--- src/sar_pkg.sv ---
// Contract
// - A falling edge on the active-low select input starts a conversion and ends acquisition.
// - At conversion start the ground switches open first, then the arrays move from the inputs to ground.
// - A 16-bit successive approximation search decides one bit per trial from the MSB down.
// - When the search completes the block returns to acquisition and forms the output code.
// - The result is 16-bit straight binary, zero gives 0000 and midscale gives 8000.
// - An input above the reference saturates the code at FFFF.
// - An input below ground clamps the code to 0000.
// - The result sent belongs to the sample taken at that same conversion's start.
// - Conversions run up to 100 kSPS and the converter powers down between them.
// - The serial output is enabled at select's fall, is driven low after the fifth shift-clock fall, then gives bits MSB first.
// - While select is high the serial output is high impedance.
package sar_pkg;

  localparam int        RES_BITS       = 16;
  localparam logic [15:0] CODE_ZERO    = 16'h0000;
  localparam logic [15:0] CODE_FULL    = 16'hFFFF;
  localparam int        CLK_HZ         = 10000000;
  localparam int        MAX_RATE_SPS   = 100000;
  localparam int        FRAME_CYCLES   = CLK_HZ / MAX_RATE_SPS;
  localparam int        LEAD_FALLS     = 5;
  localparam logic [4:0] SHIFT_RESET   = 5'h00;

  typedef enum logic [2:0] {
    ST_ACQ    = 3'b000,
    ST_OPEN   = 3'b001,
    ST_GROUND = 3'b010,
    ST_TRIAL  = 3'b011,
    ST_DONE   = 3'b100
  } conv_state_e;

  typedef struct packed {
    logic pos_array_ground_switch;
    logic neg_array_ground_switch;
    logic array_to_input;
    logic array_to_ground;
    logic powered;
  } analog_ctl_s;

endpackage : sar_pkg
--- src/sar_conversion_control.sv ---
`timescale 1ns/1ps
`default_nettype none
module sar_conversion_control #(
  parameter int FIFO_DEPTH = 4
) (
  input  wire logic               mclk,
  input  wire logic               arst_n,
  input  wire logic               select_n,
  input  wire logic               shift_clock,
  input  wire logic               comp_high,
  input  wire logic               over_range,
  input  wire logic               under_range,
  output var  logic [15:0]        dac_bits,
  output var  sar_pkg::analog_ctl_s analog_ctl,
  output var  logic               sdo_out,
  output var  logic               sdo_oe,
  output var  logic               busy
);
  import sar_pkg::*;

  if (FIFO_DEPTH < 2) begin : g_depth_check
    $error("FIFO_DEPTH must be at least 2");
  end

  // ---------------------------------------------------------------
  // Pin synchronisers
  // ---------------------------------------------------------------
  logic [2:0] sel_sync_q, sclk_sync_q;
  logic       sel_lvl_q, sel_lvl_d, sclk_lvl_q, sclk_lvl_d;
  logic       sel_fall, sel_rise, sclk_fall;

  always_ff @(posedge mclk or negedge arst_n) begin
    if (!arst_n) begin
      sel_sync_q  <= 3'h7;
      sclk_sync_q <= 3'h7;
      sel_lvl_q   <= 1'b1;
      sclk_lvl_q  <= 1'b1;
    end else begin
      sel_sync_q  <= {sel_sync_q[1:0], select_n};
      sclk_sync_q <= {sclk_sync_q[1:0], shift_clock};
      sel_lvl_q   <= sel_lvl_d;
      sclk_lvl_q  <= sclk_lvl_d;
    end
  end

  // A level change counts only once the last two stages agree on it.
  always_comb begin
    sel_fall   = (sel_sync_q[2:1] == 2'b00) && sel_lvl_q;
    sel_rise   = (sel_sync_q[2:1] == 2'b11) && !sel_lvl_q;
    sclk_fall  = (sclk_sync_q[2:1] == 2'b00) && sclk_lvl_q;
    sel_lvl_d  = sel_fall ? 1'b0 : (sel_rise ? 1'b1 : sel_lvl_q);
    sclk_lvl_d = (sclk_sync_q[2:1] == 2'b11) ? 1'b1 : (sclk_fall ? 1'b0 : sclk_lvl_q);
  end

  // ---------------------------------------------------------------
  // Conversion sequencer
  // ---------------------------------------------------------------
  conv_state_e     st_q, st_d;
  logic [15:0]     trial_q, trial_d;
  logic [15:0]     bit_q, bit_d;
  logic [15:0]     res_d;
  logic            res_valid;
  logic            res_ready;
  analog_ctl_s     ctl_d;

  always_comb begin
    st_d      = st_q;
    trial_d   = trial_q;
    bit_d     = bit_q;
    res_d     = trial_q;
    res_valid = 1'b0;
    case (st_q)
      ST_ACQ: begin
        if (sel_fall && res_ready) begin
          st_d = ST_OPEN;
        end
      end
      ST_OPEN: begin
        st_d = ST_GROUND;
      end
      ST_GROUND: begin
        st_d    = ST_TRIAL;
        bit_d   = 16'h8000;
        trial_d = 16'h8000;
      end
      ST_TRIAL: begin
        if (comp_high) begin
          trial_d = trial_q & ~bit_q;
        end
        bit_d = bit_q >> 1;
        if (bit_q[0]) begin
          st_d = ST_DONE;
        end else begin
          trial_d = (comp_high ? (trial_q & ~bit_q) : trial_q) | (bit_q >> 1);
        end
      end
      ST_DONE: begin
        res_valid = 1'b1;
        if (over_range) begin
          res_d = CODE_FULL;
        end else if (under_range) begin
          res_d = CODE_ZERO;
        end else begin
          res_d = trial_q;
        end
        st_d = ST_ACQ;
      end
      default: begin
        st_d = ST_ACQ;
      end
    endcase
  end

  always_comb begin
    ctl_d.pos_array_ground_switch = (st_d == ST_ACQ);
    ctl_d.neg_array_ground_switch = (st_d == ST_ACQ);
    ctl_d.array_to_input          = (st_d == ST_ACQ) || (st_d == ST_OPEN);
    ctl_d.array_to_ground         = (st_d == ST_GROUND) || (st_d == ST_TRIAL);
    ctl_d.powered                 = (st_d != ST_ACQ);
  end

  always_ff @(posedge mclk or negedge arst_n) begin
    if (!arst_n) begin
      st_q    <= ST_ACQ;
      trial_q <= 16'h0000;
      bit_q   <= 16'h0000;
    end else begin
      st_q    <= st_d;
      trial_q <= trial_d;
      bit_q   <= bit_d;
    end
  end

  // ---------------------------------------------------------------
  // Result buffer
  // ---------------------------------------------------------------
  logic [15:0] fifo_data;
  logic        fifo_valid, fifo_pop;

  sar_fifo #(
    .WIDTH (RES_BITS),
    .DEPTH (FIFO_DEPTH)
  ) u_fifo (
    .mclk      (mclk),
    .arst_n    (arst_n),
    .in_data   (res_d),
    .in_valid  (res_valid),
    .in_ready  (res_ready),
    .out_data  (fifo_data),
    .out_valid (fifo_valid),
    .out_ready (fifo_pop)
  );

  // ---------------------------------------------------------------
  // Serial output
  // ---------------------------------------------------------------
  logic [4:0]  falls_q, falls_d;
  logic [15:0] shreg_q, shreg_d;
  logic        loaded_q, loaded_d;
  logic        sdo_d, oe_d;
  logic        framed_q, framed_d;

  always_comb begin
    falls_d  = falls_q;
    shreg_d  = shreg_q;
    loaded_d = loaded_q;
    framed_d = framed_q;
    sdo_d    = sdo_out;
    oe_d     = sdo_oe;
    fifo_pop = 1'b0;
    if (sel_rise) begin
      framed_d = 1'b0;
      oe_d     = 1'b0;
      loaded_d = 1'b0;
    end else if (sel_fall) begin
      framed_d = 1'b1;
      falls_d  = SHIFT_RESET;
      loaded_d = 1'b0;
      oe_d     = 1'b1;
    end else if (framed_q && sclk_fall) begin
      falls_d = (falls_q == 5'h1F) ? falls_q : falls_q + 5'h01;
      if (falls_q == 5'(LEAD_FALLS - 1)) begin
        sdo_d = 1'b0;
      end else if (falls_q >= 5'(LEAD_FALLS) && loaded_q) begin
        sdo_d   = shreg_q[15];
        shreg_d = {shreg_q[14:0], 1'b0};
      end
    end
    // The result of this frame's own conversion is picked up once ready, if that is before the sixth shift-clock fall.
    // A frame that ends now must not take a result, or the next frame would skip its own.
    if (framed_q && !sel_rise && !loaded_q && fifo_valid && falls_q <= 5'(LEAD_FALLS)) begin
      shreg_d  = fifo_data;
      loaded_d = 1'b1;
      fifo_pop = 1'b1;
    end
    if (!framed_q && fifo_valid) begin
      fifo_pop = 1'b1;
    end
  end

  always_ff @(posedge mclk or negedge arst_n) begin
    if (!arst_n) begin
      falls_q  <= SHIFT_RESET;
      shreg_q  <= 16'h0000;
      loaded_q <= 1'b0;
      framed_q <= 1'b0;
      sdo_out  <= 1'b0;
      sdo_oe   <= 1'b0;
      dac_bits <= 16'h0000;
      analog_ctl <= 5'b11100;
      busy     <= 1'b0;
    end else begin
      falls_q  <= falls_d;
      shreg_q  <= shreg_d;
      loaded_q <= loaded_d;
      framed_q <= framed_d;
      sdo_out  <= sdo_d;
      sdo_oe   <= oe_d;
      dac_bits <= trial_d;
      analog_ctl <= ctl_d;
      busy     <= (st_d != ST_ACQ);
    end
  end
endmodule : sar_conversion_control
`default_nettype wire

--- src/sar_fifo.sv ---
`timescale 1ns/1ps
`default_nettype none
module sar_fifo #(
  parameter int WIDTH = 16,
  parameter int DEPTH = 4
) (
  input  wire logic             mclk,
  input  wire logic             arst_n,
  input  wire logic [WIDTH-1:0] in_data,
  input  wire logic             in_valid,
  output var  logic             in_ready,
  output var  logic [WIDTH-1:0] out_data,
  output var  logic             out_valid,
  input  wire logic             out_ready
);
  localparam int AW = $clog2(DEPTH);

  if (DEPTH < 2 || (1 << AW) != DEPTH) begin : g_depth_check
    $error("DEPTH must be a power of two of at least 2");
  end

  logic [WIDTH-1:0] mem_q [DEPTH];
  logic [AW:0]      wr_q, wr_d, rd_q, rd_d;
  logic             push, pop;

  always_comb begin
    in_ready  = (wr_q - rd_q) != (AW+1)'(DEPTH);
    out_valid = wr_q != rd_q;
    out_data  = mem_q[rd_q[AW-1:0]];
    push      = in_valid && in_ready;
    pop       = out_valid && out_ready;
    wr_d      = push ? wr_q + 1'b1 : wr_q;
    rd_d      = pop ? rd_q + 1'b1 : rd_q;
  end

  always_ff @(posedge mclk or negedge arst_n) begin
    if (!arst_n) begin
      wr_q <= '0;
      rd_q <= '0;
    end else begin
      wr_q <= wr_d;
      rd_q <= rd_d;
    end
  end

  always_ff @(posedge mclk) begin
    if (push) begin
      mem_q[wr_q[AW-1:0]] <= in_data;
    end
  end
endmodule : sar_fifo
`default_nettype wire

--- config.mk ---
export PLATFORM = sky130hd
export DESIGN_NAME = sar_conversion_control
export DESIGN_NICKNAME = d
export VERILOG_FILES = /design/src/sar_pkg.sv /design/src/sar_conversion_control.sv /design/src/sar_fifo.sv
export SDC_FILE = /design/constraint.sdc
export NUM_CORES = 1
export LEC_CHECK = 0
export ABC_CLOCK_PERIOD_IN_PS = 2100
export BUFFER_PORTS_ARGS = -buffer_cell sky130_fd_sc_hd__buf_2
export CAP_MARGIN = 20
export CORE_MARGIN = 2
export CORE_UTILIZATION = 45
export DETAILED_ROUTE_END_ITERATION = 10
export GPL_TIMING_DRIVEN = 0
export SLEW_MARGIN = 25
export SYNTH_ARGS = -nofsm -noshare
export SYNTH_HDL_FRONTEND = slang
export SYNTH_SLANG_ARGS = --single-unit
--- constraint.sdc ---
create_clock -name mclk -period 2.1 [get_ports mclk]
set_input_delay 0.42 -clock mclk [delete_from_list [all_inputs] [get_ports mclk]]
set_output_delay 0.42 -clock mclk [all_outputs]
set_load 0.03 [all_outputs]
# After elaboration in Yosys (flattened, before gate mapping)
# Memories as Yosys holds them, arrays and structs flattened.
# Cells that the tools add are included.
[totals] register_bits=77 ramBits=64 output_inout_bits=24 mem_count=1
[classes] add_sub_neg=4 n_lt_le_gt_ge=2 eq_ne=17 muxes=35 bitwise_logic=5 reduce_logical=35
[memory_table] name="u_fifo.mem_q" depth=4 word_bits=16 rd=1 rd_ports_with_merged_regs=0 write_ports=1 line_no="sar_fifo.sv:22" text="logic [WIDTH-1:0] mem_q [DEPTH];"
[op_table] cell="$mux W16" count=11
[op_table] cell="$pmux W16 S2" count=2
[op_table] cell="$and A16 B16 Y16" count=1
[op_table] cell="$mux W1" count=16
[op_table] cell="$not A16 Y16" count=1
[op_table] cell="$or A16 B15 Y16" count=1
[op_table] cell="$mux W5" count=3
[op_table] cell="$reduce_bool A2 Y1" count=7
[op_table] cell="$logic_and A1 B1 Y1" count=13
[op_table] cell="$eq A3 B2 Y1 const B" count=4
[op_table] cell="$pmux W3 S4" count=1
[op_table] cell="$add A3 B1 Y3 const B" count=2
[op_table] cell="$eq A3 B1 Y1 const B" count=2
[op_table] cell="$logic_not A3 Y1" count=2
[op_table] cell="$mux W3" count=2
[op_table] cell="$ne A2 B1 Y1 const B" count=3
[op_table] cell="$reduce_bool A3 Y1" count=2
[op_table] cell="$add A5 B1 Y5 const B" count=1
[op_table] cell="$eq A5 B3 Y1 const B" count=1
[op_table] cell="$eq A5 B5 Y1 const B" count=1
[op_table] cell="$ge A5 B3 Y1 const B" count=1
[op_table] cell="$le A5 B3 Y1 const B" count=1
[op_table] cell="$reduce_and A5 Y1" count=1
[op_table] cell="$eq A2 B2 Y1 const B" count=2
[op_table] cell="11 further kinds" count=17

# Depth between registers and ports, before layout
[logic_depth] word_depth=10 depth_mapped=9 ltp_nobuf=7

# Hierarchy
# A second synthesis with hierarchy kept.
[unflattened] hier_cells=446 area_unflattened_um2=6043.3
[modules_own_cells] module="sar_conversion_control" instances=1 cells_each=326 area_per_inst_um2=3311.9 seq_area_each_um2=1789.2
[modules_own_cells] module="sar_fifo" instances=1 cells_each=120 area_per_inst_um2=2731.4 seq_area_each_um2=2072.0

# Least setup slack after synthesis
# No wires, ideal clock.
[synth_timing] kind="register to register" from="reg u_fifo.rd_q[1]" to="mem u_fifo.mem_q[2][0], enable pin" arrival_ps=1868 required_time_ps=1726 slack_ps=-142 path_stages_with_launch=8 n_path_buf=1 period_less_slack_ps=2242 cell_sequence="dfrtp_1 -> clkbuf_1 -> inv_1 -> ha_1 -> nor2b_1 -> xnor2_1 -> o211a_1 -> and2_1"
[synth_between] elab_chain_cells=5
[synth_rtl] element="start: declaration" line_no="sar_fifo.sv:23" text="logic [AW:0] wr_q, wr_d, rd_q, rd_d;"
[synth_rtl] element="start signal: assignment" line_no="sar_fifo.sv:42" text="rd_q <= rd_d;"
[synth_rtl] element="$sub A3 B3 Y3" line_no="sar_fifo.sv:27" text="in_ready = (wr_q - rd_q) != (AW+1)'(DEPTH);"
[synth_rtl] element="$ne A3 B3 Y1" line_no="sar_fifo.sv:27"
[synth_rtl] element="$logic_and A1 B1 Y1" line_no="sar_fifo.sv:30" text="push = in_valid && in_ready;"
[synth_rtl] element="$mux W1" line_no="sar_fifo.sv:47" text="if (push) begin"
[synth_rtl] element="$mux W1 (implied by the code)" line_no="sar_fifo.sv:48" text="mem_q[wr_q[AW-1:0]] <= in_data;"
[synth_rtl] element="end: declaration" line_no="sar_fifo.sv:22"
# Every way passes these cells.

# Worst setup path in the final report
[layout_timing] from="reg sel_lvl_q" to="reg shreg_q[14]"
[layout_between] elab_chain_cells=9 word_cells_on_any_way=15
[layout_rtl] element="start: declaration" line_no="sar_conversion_control.sv:29" text="logic sel_lvl_q, sel_lvl_d, sclk_lvl_q, sclk_lvl_d;"
[layout_rtl] element="start signal: assignment" line_no="sar_conversion_control.sv:41" text="sel_lvl_q <= sel_lvl_d;"
[layout_rtl] element="$logic_not A1 Y1" line_no="sar_conversion_control.sv:49" text="sel_rise = (sel_sync_q[2:1] == 2'b11) && !sel_lvl_q;"
[layout_rtl] element="$logic_and A1 B1 Y1" line_no="sar_conversion_control.sv:49"
[layout_rtl] element="$logic_not A1 Y1" line_no="sar_conversion_control.sv:191" text="if (framed_q && !sel_rise && !loaded_q && fifo_valid && falls_q <= 5'(LEAD_FALLS)) begin"
[layout_rtl] element="$logic_and A1 B1 Y1 (4 in series)" line_no="sar_conversion_control.sv:191"
[layout_rtl] element="$ne A2 B1 Y1 (no line) or $reduce_bool A2 Y1 (tied branches)"
[layout_rtl] element="$reduce_and A5 Y1 (no line)"
[layout_rtl] element="end signal: assignment" line_no="sar_conversion_control.sv:214" text="shreg_q <= shreg_d;"
[layout_rtl] element="end: declaration" line_no="sar_conversion_control.sv:158" text="logic [15:0] shreg_q, shreg_d;"
# Parallel ways exist; a longest one is shown, timed or not.
# A chain may end at the register's enable or synchronous reset.

==> impl_metrics.py <==
metrics = {
    "run_status": {
        "status": "finished clean",
    },
    "worst_setup_path": {
        "crit_arrival_ps": 2350,
        "ff2ff_setup_slack_ps": 30,
        "required_ps": 2390,
        "cp-end-kind": "flop",
        "cp-start-kind": "flop",
        "crit_type": "reg2reg",
        "critPathSlowestCell": "dfstp_2",
        "cp_max_fo": 10,
        "cp_slowest_stage_delay_ps": 560,
        "cp_cell_sequence": "and3b_2, or3_1, clkbuf_4, buf_6, o31ai_1, a31oi_1",
    },
    "placement": {
        "gp_congestion": 0.827,
        "place_inst": 675,
        "dpl_worst_slack_ps": -345,
        "placed_cell_area_sq_um": 6560,
        "port_buffers": 30,
        "dp_hpwl_um": 8210,
    },
    "clock_network": {
        "cts_sinks": 141,
        "h-tree-depth": 4,
        "clk_transition_reported_paths_ps": 60,
        "cts_tree": "done",
        "numCtsBuffers": 17,
        "clk_path_buf_depth": 2,
        "cts-root-buf": "clkbuf_16",
        "insertion_delay_ps": 420,
    },
    "timing": {
        "period_needed_ps": 2070,
        "slew_headroom_pct": 54.8,
        "report.final.slew_viol_count": 0,
        "setup_slack_ps": 33.0,
        "hold_viol": 0,
        "fin_hold_ws_ps": 105,
        "period_share_pct": 98.4,
        "tightestPinTransition_ps": 678,
        "setup_viol": 0,
        "timing.fmax_mhz": 484,
        "skew_ps": 9.15,
    },
    "floorplan": {
        "num_io_pins": 31,
        "coreArea_sq_um": 13300,
        "die_w_um": 121,
        "die_h_um": 121,
        "rows": 42,
        "start_util_pct": 46.3,
        "dieArea_sq_um": 14600,
    },
    "hold_path": {
        "min_path_type": "in2reg",
    },
    "pwr": {
        "p_total_mw": 10.5,
        "p_per_area_nw_per_um2": 1420,
        "leakage_nw": 2.89,
        "peakVddDrop_mv": 0.888,
    },
    "final_layout": {
        "final_common_cell": "dfrtp_1",
        "area_growth_syn_to_layout_pct": 20.5,
        "nNetsFinal": 542,
        "antenna_cells": 0,
        "design_area_sq_um": 7420,
        "drive_gt1_share_pct": 27.4,
        "final_cells": 713,
        "final_cell_mix": "dfrtp_1, edfxtp_1, nand2_1, buf_2, o21ai_0",
    },
    "global_route": {
        "overflow": 0,
        "grt_first_pass_wirelength_um": 21100,
        "grt_max_degree": 52,
        "antenna_found_initial": 0,
        "grt_usage_pct": 18.7,
        "first_global_vias": 4201,
    },
    "routing": {
        "wl_per_cell_um": 18.1,
        "route.vias.total": 4035,
        "detail-route-antenna-nets": 0,
        "drt_iter0_markers": 298,
        "vias_per_cell": 5.66,
        "first_pass_iters": 5,
        "drc": 0,
        "routed_wl_um": 12900,
    },
    "logic_synthesis": {
        "netlist_instances": 468,
        "yosys.area.top_type": "edfxtp_1",
        "syn-num-nets": 486,
        "synth_top_family_by_area": "compound AO/OA/AOI/OAI gates",
        "netlist_area_sq_um": 6150,
        "synthTopCellsByArea": "edfxtp_1, dfrtp_1, mux4_2",
        "yosysTopAreaCellShare_pct": 31.2,
        "synth_warnings": 0,
        "synth_fa_ha_area_share_pct": 2.40,
        "synth_cell_types": 60,
        "synth_simple_gate_area_share_pct": 11.0,
        "syn_avg_cell_area_sq_um": 13.2,
        "muxShareOfSynthArea_pct": 6.57,
        "synth_compound_area_share_pct": 13.2,
        "synth-seq-cells": 141,
        "synth_seq_area_share_pct": 62.7,
        "synth-edff-count": 64,
        "postSynth.asyncResetShare_pct": 54.6,
        "ys.flop_type": "dfrtp_1",
        "synth-xor-area-share_pct": 0.834,
    },
    "flow_run": {
        "drv_cap": 0,
    },
}
-- repair_timing --
action	4_1_cts	5_1_grt
pin swaps	1	3
endpoints found under the hold margin	24	0
cloned	0	1
hold buffers	1	0
setup endpoints to repair	84	131
resized for setup	10	43
buffers inserted	3	3
-- Yosys cell counts (all sizes together) (3+ instances only) --
master	instances
dfrtp	67
edfxtp	64
nand2	54
o21ai	22
a31oi	18
a21o	17
clkbuf	17
nand4	17
nor3	17
buf	16
mux4	16
o31ai	16
a32o	14
inv	13
nor2	12
ha	11
dfstp	10
nand2b	7
a21oi	4
nand3	4
nor4	4
xnor2	4
a22o	3
and2	3
mux2	3
-- logic make-up (layout without fill, tap and decap cells) --
group,count (synthesis),after routing
fa+ha+maj,12,12
simple gates,133,134
mux,20,20
buf+inv,46,114
flops,141,141
compound gates,111,111
xor+xnor,5,5
-- path summary, 6_finish.rpt --
| kind | from | end | cells after the start |
|---|---|---|---|
| setup / recovery | sel_lvl_q | shreg_q[14] | 6 |
| hold / removal | select_n | sel_sync_q[0] | 1 |
| setup reg to reg | sel_lvl_q | shreg_q[14] | 6 |
| hold reg to reg | sclk_sync_q[0] | sclk_sync_q[1] | 0 |
| max in group asynchronous | arst_n | analog_ctl[2] | 3 |
| min in group asynchronous | arst_n | falls_q[2] | 2 |
-- layer usage --
metal  GRT usage, %  vias up  wire length, um
met3           4.79        8              402
li1               -     1907                -
met5              0        -                0
met1           24.1     2041             5700
met4           5.96        0              102
met2           31.1       79             6660
-- worst max-delay path, delay by kind of cell (launching register included) --
kind	cells	cell delay, ps
AND/OR/NAND/NOR	2	610
AO/OA/AOI/OAI	2	410
flip-flops	1	560
buffers and inverters	2	350
-- stage by stage --
stage          util, %  TNS [ps]
3_5_place_dp      49.3    -20400
2_1_floorplan        -         0
6_report          55.8         0
3_3_place_gp      49.1    -17620
4_1_cts           54.4         0
5_1_grt           55.8     -1240
-- sequential cells by signal, indices dropped and copies added (netlist names) --
register / cells
busy: 1
sel_lvl_q: 1
loaded_q: 1
falls_q: 5
shreg_q: 16
bit_q: 16
analog_ctl: 3
sel_sync_q: 3
st_q: 3
sclk_sync_q: 3
u_fifo.wr_q: 3
sclk_lvl_q: 1
u_fifo.mem_q: 64
u_fifo.rd_q: 3
sdo_out: 1
framed_q: 1
dac_bits: 16
-- cell type report --
class | instances | area, sq um
Buffer | 31 | 183
Clock buffer | 22 | 454
Clock inverter | 10 | 140
Fill cell | 1099 | 5880
Inverter | 13 | 52.6
Multi-Input combinational cell | 282 | 2260
Sequential cell | 141 | 3860
Tap cell | 176 | 220
Timing Repair Buffer | 38 | 248
-- report_power, final --
part | leakage (nW) | internal [mW] | switching [mW]
clock network | 0.293 | 1.90 | 1.12
logic | 1.07 | 1.39 | 2.09
registers | 1.52 | 3.56 | 0.459
No activity file was read; power rests on OpenSTA's default activity.
